## config.mk

```make
export PLATFORM = sky130hd
export DESIGN_NAME = ufs_top
export DESIGN_NICKNAME = d
export VERILOG_FILES = /design/src/core/ufs_fifo.v /design/src/core/ufs_top.v
export VERILOG_INCLUDE_DIRS = /design/src /design/src/core
export SDC_FILE = /design/constraint.sdc
export NUM_CORES = 2
export LEC_CHECK = 0
export ABC_AREA = 0
export ABC_CLOCK_PERIOD_IN_PS = 2850
export BUFFER_PORTS_ARGS = -buffer_cell sky130_fd_sc_hd__buf_4
export CORE_MARGIN = 1.5
export CORE_UTILIZATION = 46
export DETAILED_ROUTE_END_ITERATION = 12
export PLACE_DENSITY = 0.72
export SETUP_SLACK_MARGIN = 0.05
export SLEW_MARGIN = 10
export SYNTH_ARGS = -nofsm -noshare
export SYNTH_HDL_FRONTEND = slang
export SYNTH_SLANG_ARGS = --single-unit
```

## constraint.sdc

```tcl
create_clock -name clk -period 2.85 [get_ports clk]
set_input_delay 0.1425 -clock clk [delete_from_list [all_inputs] [get_ports clk]]
set_output_delay 0.1425 -clock clk [all_outputs]
set_load 0.01 [all_outputs]
```

## src/core/ufs_defines.vh

```
`ifndef UFS_DEFINES_VH
`define UFS_DEFINES_VH

// Instance count, queue geometry and divisor width
`define UFS_NUM_CH      4
`define UFS_TX_W        8
`define UFS_RX_W        12
`define UFS_DEPTH       32
`define UFS_AW          5
`define UFS_DIV_W       16

// Receive entry field positions (data sits in bits 7:0)
`define UFS_RX_FERR     8
`define UFS_RX_PERR     9
`define UFS_RX_BRK      10
`define UFS_RX_OVR      11

// Receive level at which the ready-to-send pin goes high
`define UFS_RTS_LEVEL   6'd28

// Reset values and shortest data length
`define UFS_LINE_IDLE   1'b1
`define UFS_DIV_RST     16'h0000
`define UFS_LEN_BASE    4'd5

`endif

```

## src/core/ufs_fifo.v

```verilog
`timescale 1ns/10ps
`include "ufs_defines.vh"

module ufs_fifo #(
   parameter W  = 8,
   parameter D  = 32,
   parameter AW = 5
) (
   input  wire          clk,
   input  wire          rst,
   input  wire          en,
   input  wire          push,
   input  wire [W-1:0]  wdata,
   input  wire          pop,
   output wire [W-1:0]  rdata,
   output reg           full_q,
   output reg           empty_q,
   output reg  [AW:0]   count_q
);
   reg  [W-1:0]  mem [0:D-1];
   reg  [AW-1:0] wp_q;
   reg  [AW-1:0] rp_q;
   wire          do_push = push & ~full_q;
   wire          do_pop  = pop & ~empty_q;
   reg  [AW:0]   cnt_d;

   assign rdata = mem[rp_q];

   // Next occupancy; push and pop in one cycle cancel
   always @* begin
      cnt_d = count_q;
      if (do_push & ~do_pop)
         cnt_d = count_q + 1'b1;
      else if (do_pop & ~do_push)
         cnt_d = count_q - 1'b1;
   end

   ////////////////////////////////////////////////////////////////////////
   // Storage and pointers; flags are registered so callers see flops
   always @(posedge clk) begin
      if (rst) begin
         wp_q    <= {AW{1'b0}};
         rp_q    <= {AW{1'b0}};
         count_q <= {(AW+1){1'b0}};
         full_q  <= 1'b0;
         empty_q <= 1'b1;
      end else if (en) begin
         if (do_push) begin
            mem[wp_q] <= wdata;
            wp_q      <= (wp_q == D - 1) ? {AW{1'b0}} : wp_q + 1'b1;
         end
         if (do_pop)
            rp_q <= (rp_q == D - 1) ? {AW{1'b0}} : rp_q + 1'b1;
         count_q <= cnt_d;
         full_q  <= (cnt_d == D);
         empty_q <= (cnt_d == {(AW+1){1'b0}});
      end
   end
endmodule // ufs_fifo

```

## src/core/ufs_top.v

```verilog
// Function
// Four independent serial channels, each with own queues, divisor and setup.
// Transmit queue per channel is 8 bits wide and 32 entries deep.
// Receive queue per channel is 12 bits wide and 32 entries deep.
// Top four bits of each receive entry hold that character's error flags.
// Bytes written by the host are serialised onto the transmit line.
// Incoming serial bits are assembled into characters and queued for reading.
// Software divisor sets the bit period for transmit and receive.
// Data length, parity mode and stop-bit count are programmable per channel.
// With flow control, pause on peer not-ready; signal not-ready when nearly full.
// Full duplex normally; half duplex lets only one direction run. Here a send and a receive that start in the same cycle both run.
// Loopback feeds transmitter into receiver internally, outer line stays idle.
// Separately enabled interrupt requests for transmit, receive and error events.
// Channels run on their own without processor involvement.
// Software sets a channel's power enable before using it.
// Power state of the channel group is readable as a status output.
// One shared power domain: any enable powers every channel.
// Frame is low start, data LSB first, optional parity, high stops.
// Receiver flags framing, parity and overrun errors.
`timescale 1ns/10ps
`include "ufs_defines.vh"

module ufs_top #(
   parameter NCH  = `UFS_NUM_CH,
   parameter DEP  = `UFS_DEPTH,
   parameter AW   = `UFS_AW,
   parameter DW   = `UFS_DIV_W
) (
   input  wire                clk,
   input  wire                nrst,
   input  wire                ce,
   input  wire [NCH-1:0]      device_power_enable_control,
   output reg                 device_power_status_indication,
   input  wire [NCH*8-1:0]    tx_data,
   input  wire [NCH-1:0]      tx_wr,
   output wire [NCH-1:0]      tx_full,
   output wire [NCH-1:0]      tx_empty,
   input  wire [NCH-1:0]      rx_pop,
   output reg  [NCH*12-1:0]   rx_data_q,
   output reg  [NCH-1:0]      rx_valid_q,
   input  wire [NCH*DW-1:0]   baud_div,
   input  wire [NCH*2-1:0]    data_len,
   input  wire [NCH-1:0]      parity_en,
   input  wire [NCH-1:0]      parity_odd,
   input  wire [NCH-1:0]      stop_two,
   input  wire [NCH-1:0]      tx_en,
   input  wire [NCH-1:0]      rx_en,
   input  wire [NCH-1:0]      flow_en,
   input  wire [NCH-1:0]      half_duplex,
   input  wire [NCH-1:0]      loopback,
   input  wire [NCH-1:0]      tx_irq_en,
   input  wire [NCH-1:0]      rx_irq_en,
   input  wire [NCH-1:0]      err_irq_en,
   input  wire [NCH-1:0]      err_clr,
   output reg  [NCH-1:0]      err_flag_q,
   output reg  [NCH-1:0]      irq_q,
   input  wire [NCH-1:0]      rxd,
   input  wire [NCH-1:0]      cts_n,
   output reg  [NCH-1:0]      txd_q,
   output reg  [NCH-1:0]      rts_n_q
);
   // Transmit states
   localparam [2:0] T_IDLE  = 3'd0;
   localparam [2:0] T_START = 3'd1;
   localparam [2:0] T_DATA  = 3'd2;
   localparam [2:0] T_PAR   = 3'd3;
   localparam [2:0] T_STOP  = 3'd4;
   // Receive states
   localparam [2:0] R_IDLE  = 3'd0;
   localparam [2:0] R_START = 3'd1;
   localparam [2:0] R_DATA  = 3'd2;
   localparam [2:0] R_PAR   = 3'd3;
   localparam [2:0] R_STOP  = 3'd4;

   ////////////////////////////////////////////////////////////////////////
   // Shared power domain: any single enable powers the whole group
   reg pwr_q;
   always @(posedge clk) begin
      if (!nrst) begin
         pwr_q                          <= 1'b0;
         device_power_status_indication <= 1'b0;
      end else if (ce) begin
         pwr_q                          <= |device_power_enable_control;
         device_power_status_indication <= |device_power_enable_control;
      end
   end

   // Unpowered channels sit in reset; clock enable freezes everything
   wire crst = ~nrst | ~pwr_q;
   wire run  = ce;

   genvar g;
   generate
      for (g = 0; g < NCH; g = g + 1) begin : ch
         // Per-channel setup taps
         wire [DW-1:0] div    = baud_div[DW*g +: DW];
         wire [1:0]    dlen   = data_len[2*g +: 2];
         wire [3:0]    nbits  = {2'b00, dlen} + `UFS_LEN_BASE;
         wire [7:0]    dmask  = 8'hFF >> (2'd3 - dlen);

         // Pin synchronisers; only stage two is read by logic
         reg rxd_s1_q, rxd_s2_q, cts_s1_q, cts_s2_q;

         // Transmit path
         reg  [2:0]    ts_q;
         reg  [DW-1:0] tcnt_q;
         reg  [3:0]    tbit_q;
         reg  [7:0]    tsh_q;
         reg           tpar_q;
         reg           tstop2_q;
         reg           tline_q;
         wire [7:0]    tq_rdata;
         wire          tq_full, tq_empty;

         // Receive path
         reg  [2:0]    rs_q;
         reg  [DW-1:0] rcnt_q;
         reg  [3:0]    rbit_q;
         reg  [7:0]    rsh_q;
         reg           rperr_q;
         reg           ovr_pend_q;
         reg           rprev_q;
         reg           rpush_q;
         reg  [11:0]   rent_q;
         wire [11:0]   rq_rdata;
         wire          rq_full, rq_empty;
         wire [AW:0]   rq_count;

         wire rx_src  = loopback[g] ? tline_q : rxd_s2_q;
         wire tx_busy = (ts_q != T_IDLE);
         wire rx_busy = (rs_q != R_IDLE);
         // Peer not-ready and half-duplex hold-off both gate a new frame
         wire tx_take = (ts_q == T_IDLE) & tx_en[g] & ~tq_empty
                        & ~(flow_en[g] & cts_s2_q)
                        & ~(half_duplex[g] & rx_busy);
         wire rq_pop  = ~rq_empty & (~rx_valid_q[g] | rx_pop[g]);
         wire [7:0] rdat = (rsh_q >> (4'd8 - nbits));

         // Host writes are dropped while the queue reports full
         ufs_fifo #(.W(`UFS_TX_W), .D(DEP), .AW(AW)) u_txq (
            .clk     (clk),
            .rst     (crst),
            .en      (run),
            .push    (tx_wr[g]),
            .wdata   (tx_data[8*g +: 8]),
            .pop     (tx_take),
            .rdata   (tq_rdata),
            .full_q  (tq_full),
            .empty_q (tq_empty),
            .count_q ()
         );

         ufs_fifo #(.W(`UFS_RX_W), .D(DEP), .AW(AW)) u_rxq (
            .clk     (clk),
            .rst     (crst),
            .en      (run),
            .push    (rpush_q),
            .wdata   (rent_q),
            .pop     (rq_pop),
            .rdata   (rq_rdata),
            .full_q  (rq_full),
            .empty_q (rq_empty),
            .count_q (rq_count)
         );

         assign tx_full[g]  = tq_full;
         assign tx_empty[g] = tq_empty;

         // Two-flop synchronisers for the pins
         always @(posedge clk) begin
            if (crst) begin
               rxd_s1_q <= `UFS_LINE_IDLE;
               rxd_s2_q <= `UFS_LINE_IDLE;
               cts_s1_q <= 1'b0;
               cts_s2_q <= 1'b0;
            end else if (run) begin
               rxd_s1_q <= rxd[g];
               rxd_s2_q <= rxd_s1_q;
               cts_s1_q <= cts_n[g];
               cts_s2_q <= cts_s1_q;
            end
         end

         ////////////////////////////////////////////////////////////////////
         // Transmitter: every bit lasts div+1 cycles
         always @(posedge clk) begin
            if (crst) begin
               ts_q     <= T_IDLE;
               tcnt_q   <= `UFS_DIV_RST;
               tbit_q   <= 4'd0;
               tsh_q    <= 8'h00;
               tpar_q   <= 1'b0;
               tstop2_q <= 1'b0;
               tline_q  <= `UFS_LINE_IDLE;
            end else if (run) begin
               case (ts_q)
                  T_IDLE: begin
                     if (tx_take) begin
                        tsh_q  <= tq_rdata & dmask;
                        tpar_q <= (^(tq_rdata & dmask)) ^ parity_odd[g];
                        tcnt_q <= div;
                        tline_q <= 1'b0;
                        ts_q   <= T_START;
                     end
                  end
                  T_START, T_DATA: begin
                     if (tcnt_q != {DW{1'b0}}) begin
                        tcnt_q <= tcnt_q - 1'b1;
                     end else begin
                        tcnt_q <= div;
                        if (ts_q == T_START || tbit_q != nbits) begin
                           tline_q <= tsh_q[0];
                           tsh_q   <= tsh_q >> 1;
                           tbit_q  <= tbit_q + 1'b1;
                           ts_q    <= T_DATA;
                        end else if (parity_en[g]) begin
                           tline_q <= tpar_q;
                           ts_q    <= T_PAR;
                        end else begin
                           tline_q  <= 1'b1;
                           tstop2_q <= stop_two[g];
                           ts_q     <= T_STOP;
                        end
                     end
                  end
                  T_PAR: begin
                     if (tcnt_q != {DW{1'b0}}) begin
                        tcnt_q <= tcnt_q - 1'b1;
                     end else begin
                        tcnt_q   <= div;
                        tline_q  <= 1'b1;
                        tstop2_q <= stop_two[g];
                        ts_q     <= T_STOP;
                     end
                  end
                  T_STOP: begin
                     if (tcnt_q != {DW{1'b0}}) begin
                        tcnt_q <= tcnt_q - 1'b1;
                     end else if (tstop2_q) begin
                        tcnt_q   <= div;
                        tstop2_q <= 1'b0;
                     end else begin
                        tbit_q <= 4'd0;
                        ts_q   <= T_IDLE;
                     end
                  end
                  default: ts_q <= T_IDLE;
               endcase
            end
         end

         ////////////////////////////////////////////////////////////////////
         // Receiver: samples mid-bit after a falling edge on the line
         always @(posedge clk) begin
            if (crst) begin
               rs_q       <= R_IDLE;
               rcnt_q     <= `UFS_DIV_RST;
               rbit_q     <= 4'd0;
               rsh_q      <= 8'h00;
               rperr_q    <= 1'b0;
               ovr_pend_q <= 1'b0;
               rprev_q    <= `UFS_LINE_IDLE;
               rpush_q    <= 1'b0;
               rent_q     <= 12'h000;
            end else if (run) begin
               rprev_q <= rx_src;
               rpush_q <= 1'b0;
               case (rs_q)
                  R_IDLE: begin
                     // Half duplex ignores the line while sending
                     if (rx_en[g] & rprev_q & ~rx_src
                         & ~(half_duplex[g] & tx_busy)) begin
                        rcnt_q <= div >> 1;
                        rbit_q <= 4'd0;
                        rs_q   <= R_START;
                     end
                  end
                  R_START: begin
                     if (rcnt_q != {DW{1'b0}}) begin
                        rcnt_q <= rcnt_q - 1'b1;
                     end else if (!rx_src) begin
                        rcnt_q <= div;
                        rs_q   <= R_DATA;
                     end else begin
                        rs_q <= R_IDLE; // Glitch, not a start bit
                     end
                  end
                  R_DATA: begin
                     if (rcnt_q != {DW{1'b0}}) begin
                        rcnt_q <= rcnt_q - 1'b1;
                     end else begin
                        rcnt_q <= div;
                        rsh_q  <= {rx_src, rsh_q[7:1]};
                        rbit_q <= rbit_q + 1'b1;
                        if (rbit_q == nbits - 1'b1)
                           rs_q <= parity_en[g] ? R_PAR : R_STOP;
                     end
                  end
                  R_PAR: begin
                     if (rcnt_q != {DW{1'b0}}) begin
                        rcnt_q <= rcnt_q - 1'b1;
                     end else begin
                        rcnt_q  <= div;
                        rperr_q <= rx_src ^ (^rdat) ^ parity_odd[g];
                        rs_q    <= R_STOP;
                     end
                  end
                  R_STOP: begin
                     if (rcnt_q != {DW{1'b0}}) begin
                        rcnt_q <= rcnt_q - 1'b1;
                     end else begin
                        // Overrun drops the character and marks the next one
                        if (rq_full) begin
                           ovr_pend_q <= 1'b1;
                        end else begin
                           rpush_q    <= 1'b1;
                           ovr_pend_q <= 1'b0;
                        end
                        rent_q[7:0]            <= rdat;
                        rent_q[`UFS_RX_FERR]   <= ~rx_src;
                        rent_q[`UFS_RX_PERR]   <= rperr_q & parity_en[g];
                        rent_q[`UFS_RX_BRK]    <= ~rx_src & (rdat == 8'h00);
                        rent_q[`UFS_RX_OVR]    <= ovr_pend_q;
                        rperr_q <= 1'b0;
                        rs_q    <= R_IDLE;
                     end
                  end
                  default: rs_q <= R_IDLE;
               endcase
            end
         end

         ////////////////////////////////////////////////////////////////////
         // Read stage, pins, error flag and interrupt; all outputs are flops
         wire err_ev = (rs_q == R_STOP) & (rcnt_q == {DW{1'b0}})
                       & (~rx_src | (rperr_q & parity_en[g]) | rq_full);
         always @(posedge clk) begin
            if (crst) begin
               rx_data_q[12*g +: 12] <= 12'h000;
               rx_valid_q[g]         <= 1'b0;
               txd_q[g]              <= `UFS_LINE_IDLE;
               rts_n_q[g]            <= 1'b0;
               err_flag_q[g]         <= 1'b0;
               irq_q[g]              <= 1'b0;
            end else if (run) begin
               if (rq_pop) begin
                  rx_data_q[12*g +: 12] <= rq_rdata;
                  rx_valid_q[g]         <= 1'b1;
               end else if (rx_pop[g]) begin
                  rx_valid_q[g] <= 1'b0;
               end
               // Outer line idles high in loopback
               txd_q[g]   <= loopback[g] ? `UFS_LINE_IDLE : tline_q;
               // Threshold below full leaves room for frames already in flight
               rts_n_q[g] <= flow_en[g] & (rq_count >= `UFS_RTS_LEVEL);
               // Set wins over a clear in the same cycle
               err_flag_q[g] <= (err_flag_q[g] & ~err_clr[g]) | err_ev;
               irq_q[g] <= (tx_irq_en[g] & tq_empty)
                           | (rx_irq_en[g] & rx_valid_q[g])
                           | (err_irq_en[g] & err_flag_q[g]);
            end
         end
      end
   endgenerate
endmodule // ufs_top

```

==> results.md <==
* YS warnings at 0
* CTS tree: done
* Critical hold path startpoint: tx_en[1]
* Largest net degree at the start of global routing at 143
* Headroom to the max-slew limit at 15.2%
* Fin crit share at 104%
* ANT nets after route at 0
* Post-Synth XOR/XNOR Area at 1.07%
* DRT Pass-1 Iters at 6
* Post-synthesis register bit count at 3133
* Worst Setup Start Kind: flip-flop
* Register area share after synthesis at 68.0%
* Synth Area in Compound Gates at 5.79%
* Ys flop type: edfxtp_1
* Setup-failing EPs final at 3
* Worst-Skew Late Latency at 0.92 ns
* Async set-or-reset flop fraction in the synthesized netlist at 0%
* Critical Path End Type: flip-flop
* Number of synthesized flops with an enable pin at 2560
* RSZ-0062 raised after global routing: yes
* GRT Util Overall at 22.1%
* CTS max path bufs at 4
* Multi-input gate area at 39500 um2
* Max Slew Vio Count at 0
* Final worst slack at -0.119 ns
* Post-Synth Adder-Cell Area at 1.25%
* Syn-to-layout area delta at 18.2%
* Initial antenna violation count at 24
* Fill cell count at 21392
* Worst Max-Slew Pin Slew at 1.27 ns
* # nets final at 9561
* Leak Pwr at 0.0537 uW
* # DRC at 0
* Mux share of post-synthesis cell area at 14.5%
* FF+latch area at 88400 um2
* Mean post-synth cell area at 15.7 um2
* Num CTS Buffers at 324
* Pwr Density at 610 nW/um2
* Gpl congestion at 0.873
* Die Wd at 534 um
* Fin. Hold Viols at 0
* GRT overflow at 0
* Hold WC Path Type: primary input to flip-flop
* DIE HEIGHT at 534 um
* Initial DRC Count at 7856
* Utilization after layout at 54.8%
* Peak VDD IR at 0.540 mV
* Vias/cell at 5.87
* Routed WL per cell at 24.1 um
* Synth Instances at 8282
* MaxCap Viol Count at 0
* Clk pin slew, worst setup/hold paths at 0.06 ns
* Initial Utilization at 46.4%
* First-pass GRT wire length at 483000 um
* IO Port Bufs at 251
* Die area at 286000 um2
* Top cell type's share of synthesized area at 59.2%
* H-tree levels at 5
* Simple-Gate Fraction of Synth Area at 7.52%
* Combinational family with the most area after synthesis: multiplexers
* Max frequency at 337 MHz
* Worst EP arrival at 3.75 ns
* Layout cell share with drive strength beyond 1 at 24.6%
* Final TNS setup at -0.211 ns
* Vias in the first global route at 77740
* Setup Skew at 0.0608 ns
* Synth unique cells at 96
* WS Path Type: flip-flop to flip-flop
* Max FO, Critical Path at 6
* Mapped Nets at 8584
* Status: complete, but fails checks
* Synth area leaders: edfxtp_1 (59%), mux4_2 (13%), dfxtp_1 (8.8%)
* Final min period at 2.97 ns
* Clk sinks at 3133
* Post-Synthesis Cell Area at 130000 um2
* Row count at 194
* Via count at 77967
* Worst endpoint required time at 3.63 ns
* Dpl hpwl at 211000 um
* Post-synth top area cell: edfxtp_1
* Root Buffer Master: clkbuf_16
* Total routed wirelength at 321000 um
* Violated checks: setup timing
* I/O Pins at 252
* Core Box Area at 280000 um2
==> what timing repair did <==
item / 4_1_cts / 5_1_grt
gates resized for setup: 29 / 98
hold buffers: 178 / 0
endpoints found under the hold margin: 1303 / 0
buffers inserted: 22 / 28
endpoints found under the setup margin: 22 / 96
cloned: 3 / 3
pin swaps: 20 / 41
==> worst paths after layout <==
path,endpoint,slack (ns),depth (start not counted)
min reg2reg,ch[1].rent_q[11],0.45,2
max,ch[3].tpar_q,-0.12,10
max reg2reg,ch[3].tpar_q,-0.12,10
min,ch[1].u_txq.count_q[0],0.08,8
==> through the flow <==
stage	total power [uW]	setup slack, ns	instances	hold slack, ns	instance area [um2]
floorplan	50900	0.0350	8282	0.241	130000
global placement	51700	-0.275	12424	0.382	140000
detailed placement	51800	-0.232	12424	0.388	140000
CTS	94300	-0.109	13224	0.00990	153000
global route	96200	-0.178	13259	0.0920	154000
finish	93700	-0.119	13273	0.0784	154000
==> critical path, cell delays in order (launching register included) <==
cell and delay (ns):
dfxtp_4 0.43, buf_12 0.16, buf_6 0.12, mux4_2 0.51, mux4_2 0.54, mux2_4 0.30, xnor2_2 0.14, xnor2_1 0.24
buf_4 0.15, nand4_1 0.08, and3_1 0.18
==> cell type report <==
cell class	instances	share of cell area [%]
Sequential cell	3133	57.6
Multi-Input combinational cell	4573	25.7
Timing Repair Buffer	1126	6.44
Clock buffer	417	5.76
Tap cell	3724	3.03
Clock inverter	180	1.23
Inverter	101	0.248
Antenna cell	19	0.0310
==> cell families (layout without fill, tap and decap cells) <==
group / count (synthesis) / in the layout
AOI/OAI and AO/OA: 1203 / 1203
xor gates and xnor gates: 155 / 155
adders and majority gates: 131 / 131
buffers and inverters: 577 / 1824
DFF: 3133 / 3133
muxes: 949 / 949
other: 0 / 19
and+or+nand+nor: 2134 / 2135
==> routing by layer <==
layer / up-vias / routed length, um / track usage [%] / part of all wire (%)
met3: 603 / 23200 / 3.19 / 7.2
met5: - / 33 / 0 / 0.010
met4: 4 / 13300 / 8.55 / 4.1
met1: 39679 / 127000 / 29.6 / 40
li1: 34451 / - / - / -
met2: 3230 / 157000 / 36.5 / 49
==> where the power goes <==
group          leakage (uW)  total, uW  switching, uW  internal (uW)
sequential           0.0315      49100           36.9          49100
clock               0.00523      42600          17800          24800
combinational        0.0169       1980           1220            769
==> synth_stat cells (all sizes together) (22+ instances only) <==
cell type / number
a211oi: 94
a21oi: 372
a221oi: 29
a22o: 25
a22oi: 117
a31oi: 27
and2: 33
and3: 44
buf: 136
clkbuf: 339
dfxtp: 573
edfxtp: 2560
ha: 127
inv: 98
mux2i: 189
mux4: 741
nand2: 564
nand2b: 46
nand3: 101
nand3b: 35
nand4: 41
nor2: 863
nor2b: 28
nor3: 157
nor3b: 23
nor4: 34
o211ai: 25
o21ai: 332
o31ai: 24
or3: 62
or4: 22
xnor2: 80
xor2: 73
==> flip-flops by register name, summed over array words and instances (netlist names), 16 cells and up, named ones only <==
name / count
ch.u_txq.count_q: 24
ch.u_txq.wp_q: 20
ch.rbit_q: 16
ch.u_rxq.rp_q: 20
ch.tbit_q: 16
ch.rcnt_q: 64
ch.tcnt_q: 64
ch.rent_q: 48
ch.rsh_q: 32
rx_data_q: 48
ch.u_txq.mem: 1024
ch.u_rxq.mem: 1536
ch.u_rxq.count_q: 24
ch.tsh_q: 32
ch.u_rxq.wp_q: 20
ch.u_txq.rp_q: 20
==> layout by cell type, fill, tap and decap left out, types with 25 or more instances in the layout <==
master | netlist | routed
edfxtp_1 | 2560 | 2560
nor2_1 | 862 | 858
buf_4 | 25 | 858
mux4_2 | 733 | 740
nand2_1 | 563 | 558
dfxtp_1 | 573 | 547
a21oi_1 | 372 | 369
clkbuf_16 | 0 | 335
o21ai_0 | 328 | 323
mux2i_1 | 189 | 186
dlygate4sd3_1 | 0 | 178
nor3_1 | 156 | 154
ha_1 | 127 | 127
a22oi_1 | 117 | 114
nand3_1 | 101 | 100
inv_1 | 94 | 93
a211oi_1 | 94 | 91
xnor2_1 | 80 | 75
xor2_1 | 73 | 73
buf_12 | 0 | 66
clkbuf_1 | 337 | 65
or3_1 | 61 | 57
clkinv_2 | 0 | 57
clkinv_1 | 3 | 50
nand2b_1 | 45 | 45
and3_1 | 44 | 42
nand4_1 | 41 | 41
nand3b_1 | 35 | 35
and2_1 | 32 | 31
bufinv_16 | 0 | 30
nor4_1 | 31 | 28
a31oi_1 | 27 | 27
a22o_1 | 25 | 25
o211ai_1 | 25 | 25
(Power assumes the default switching activity.)
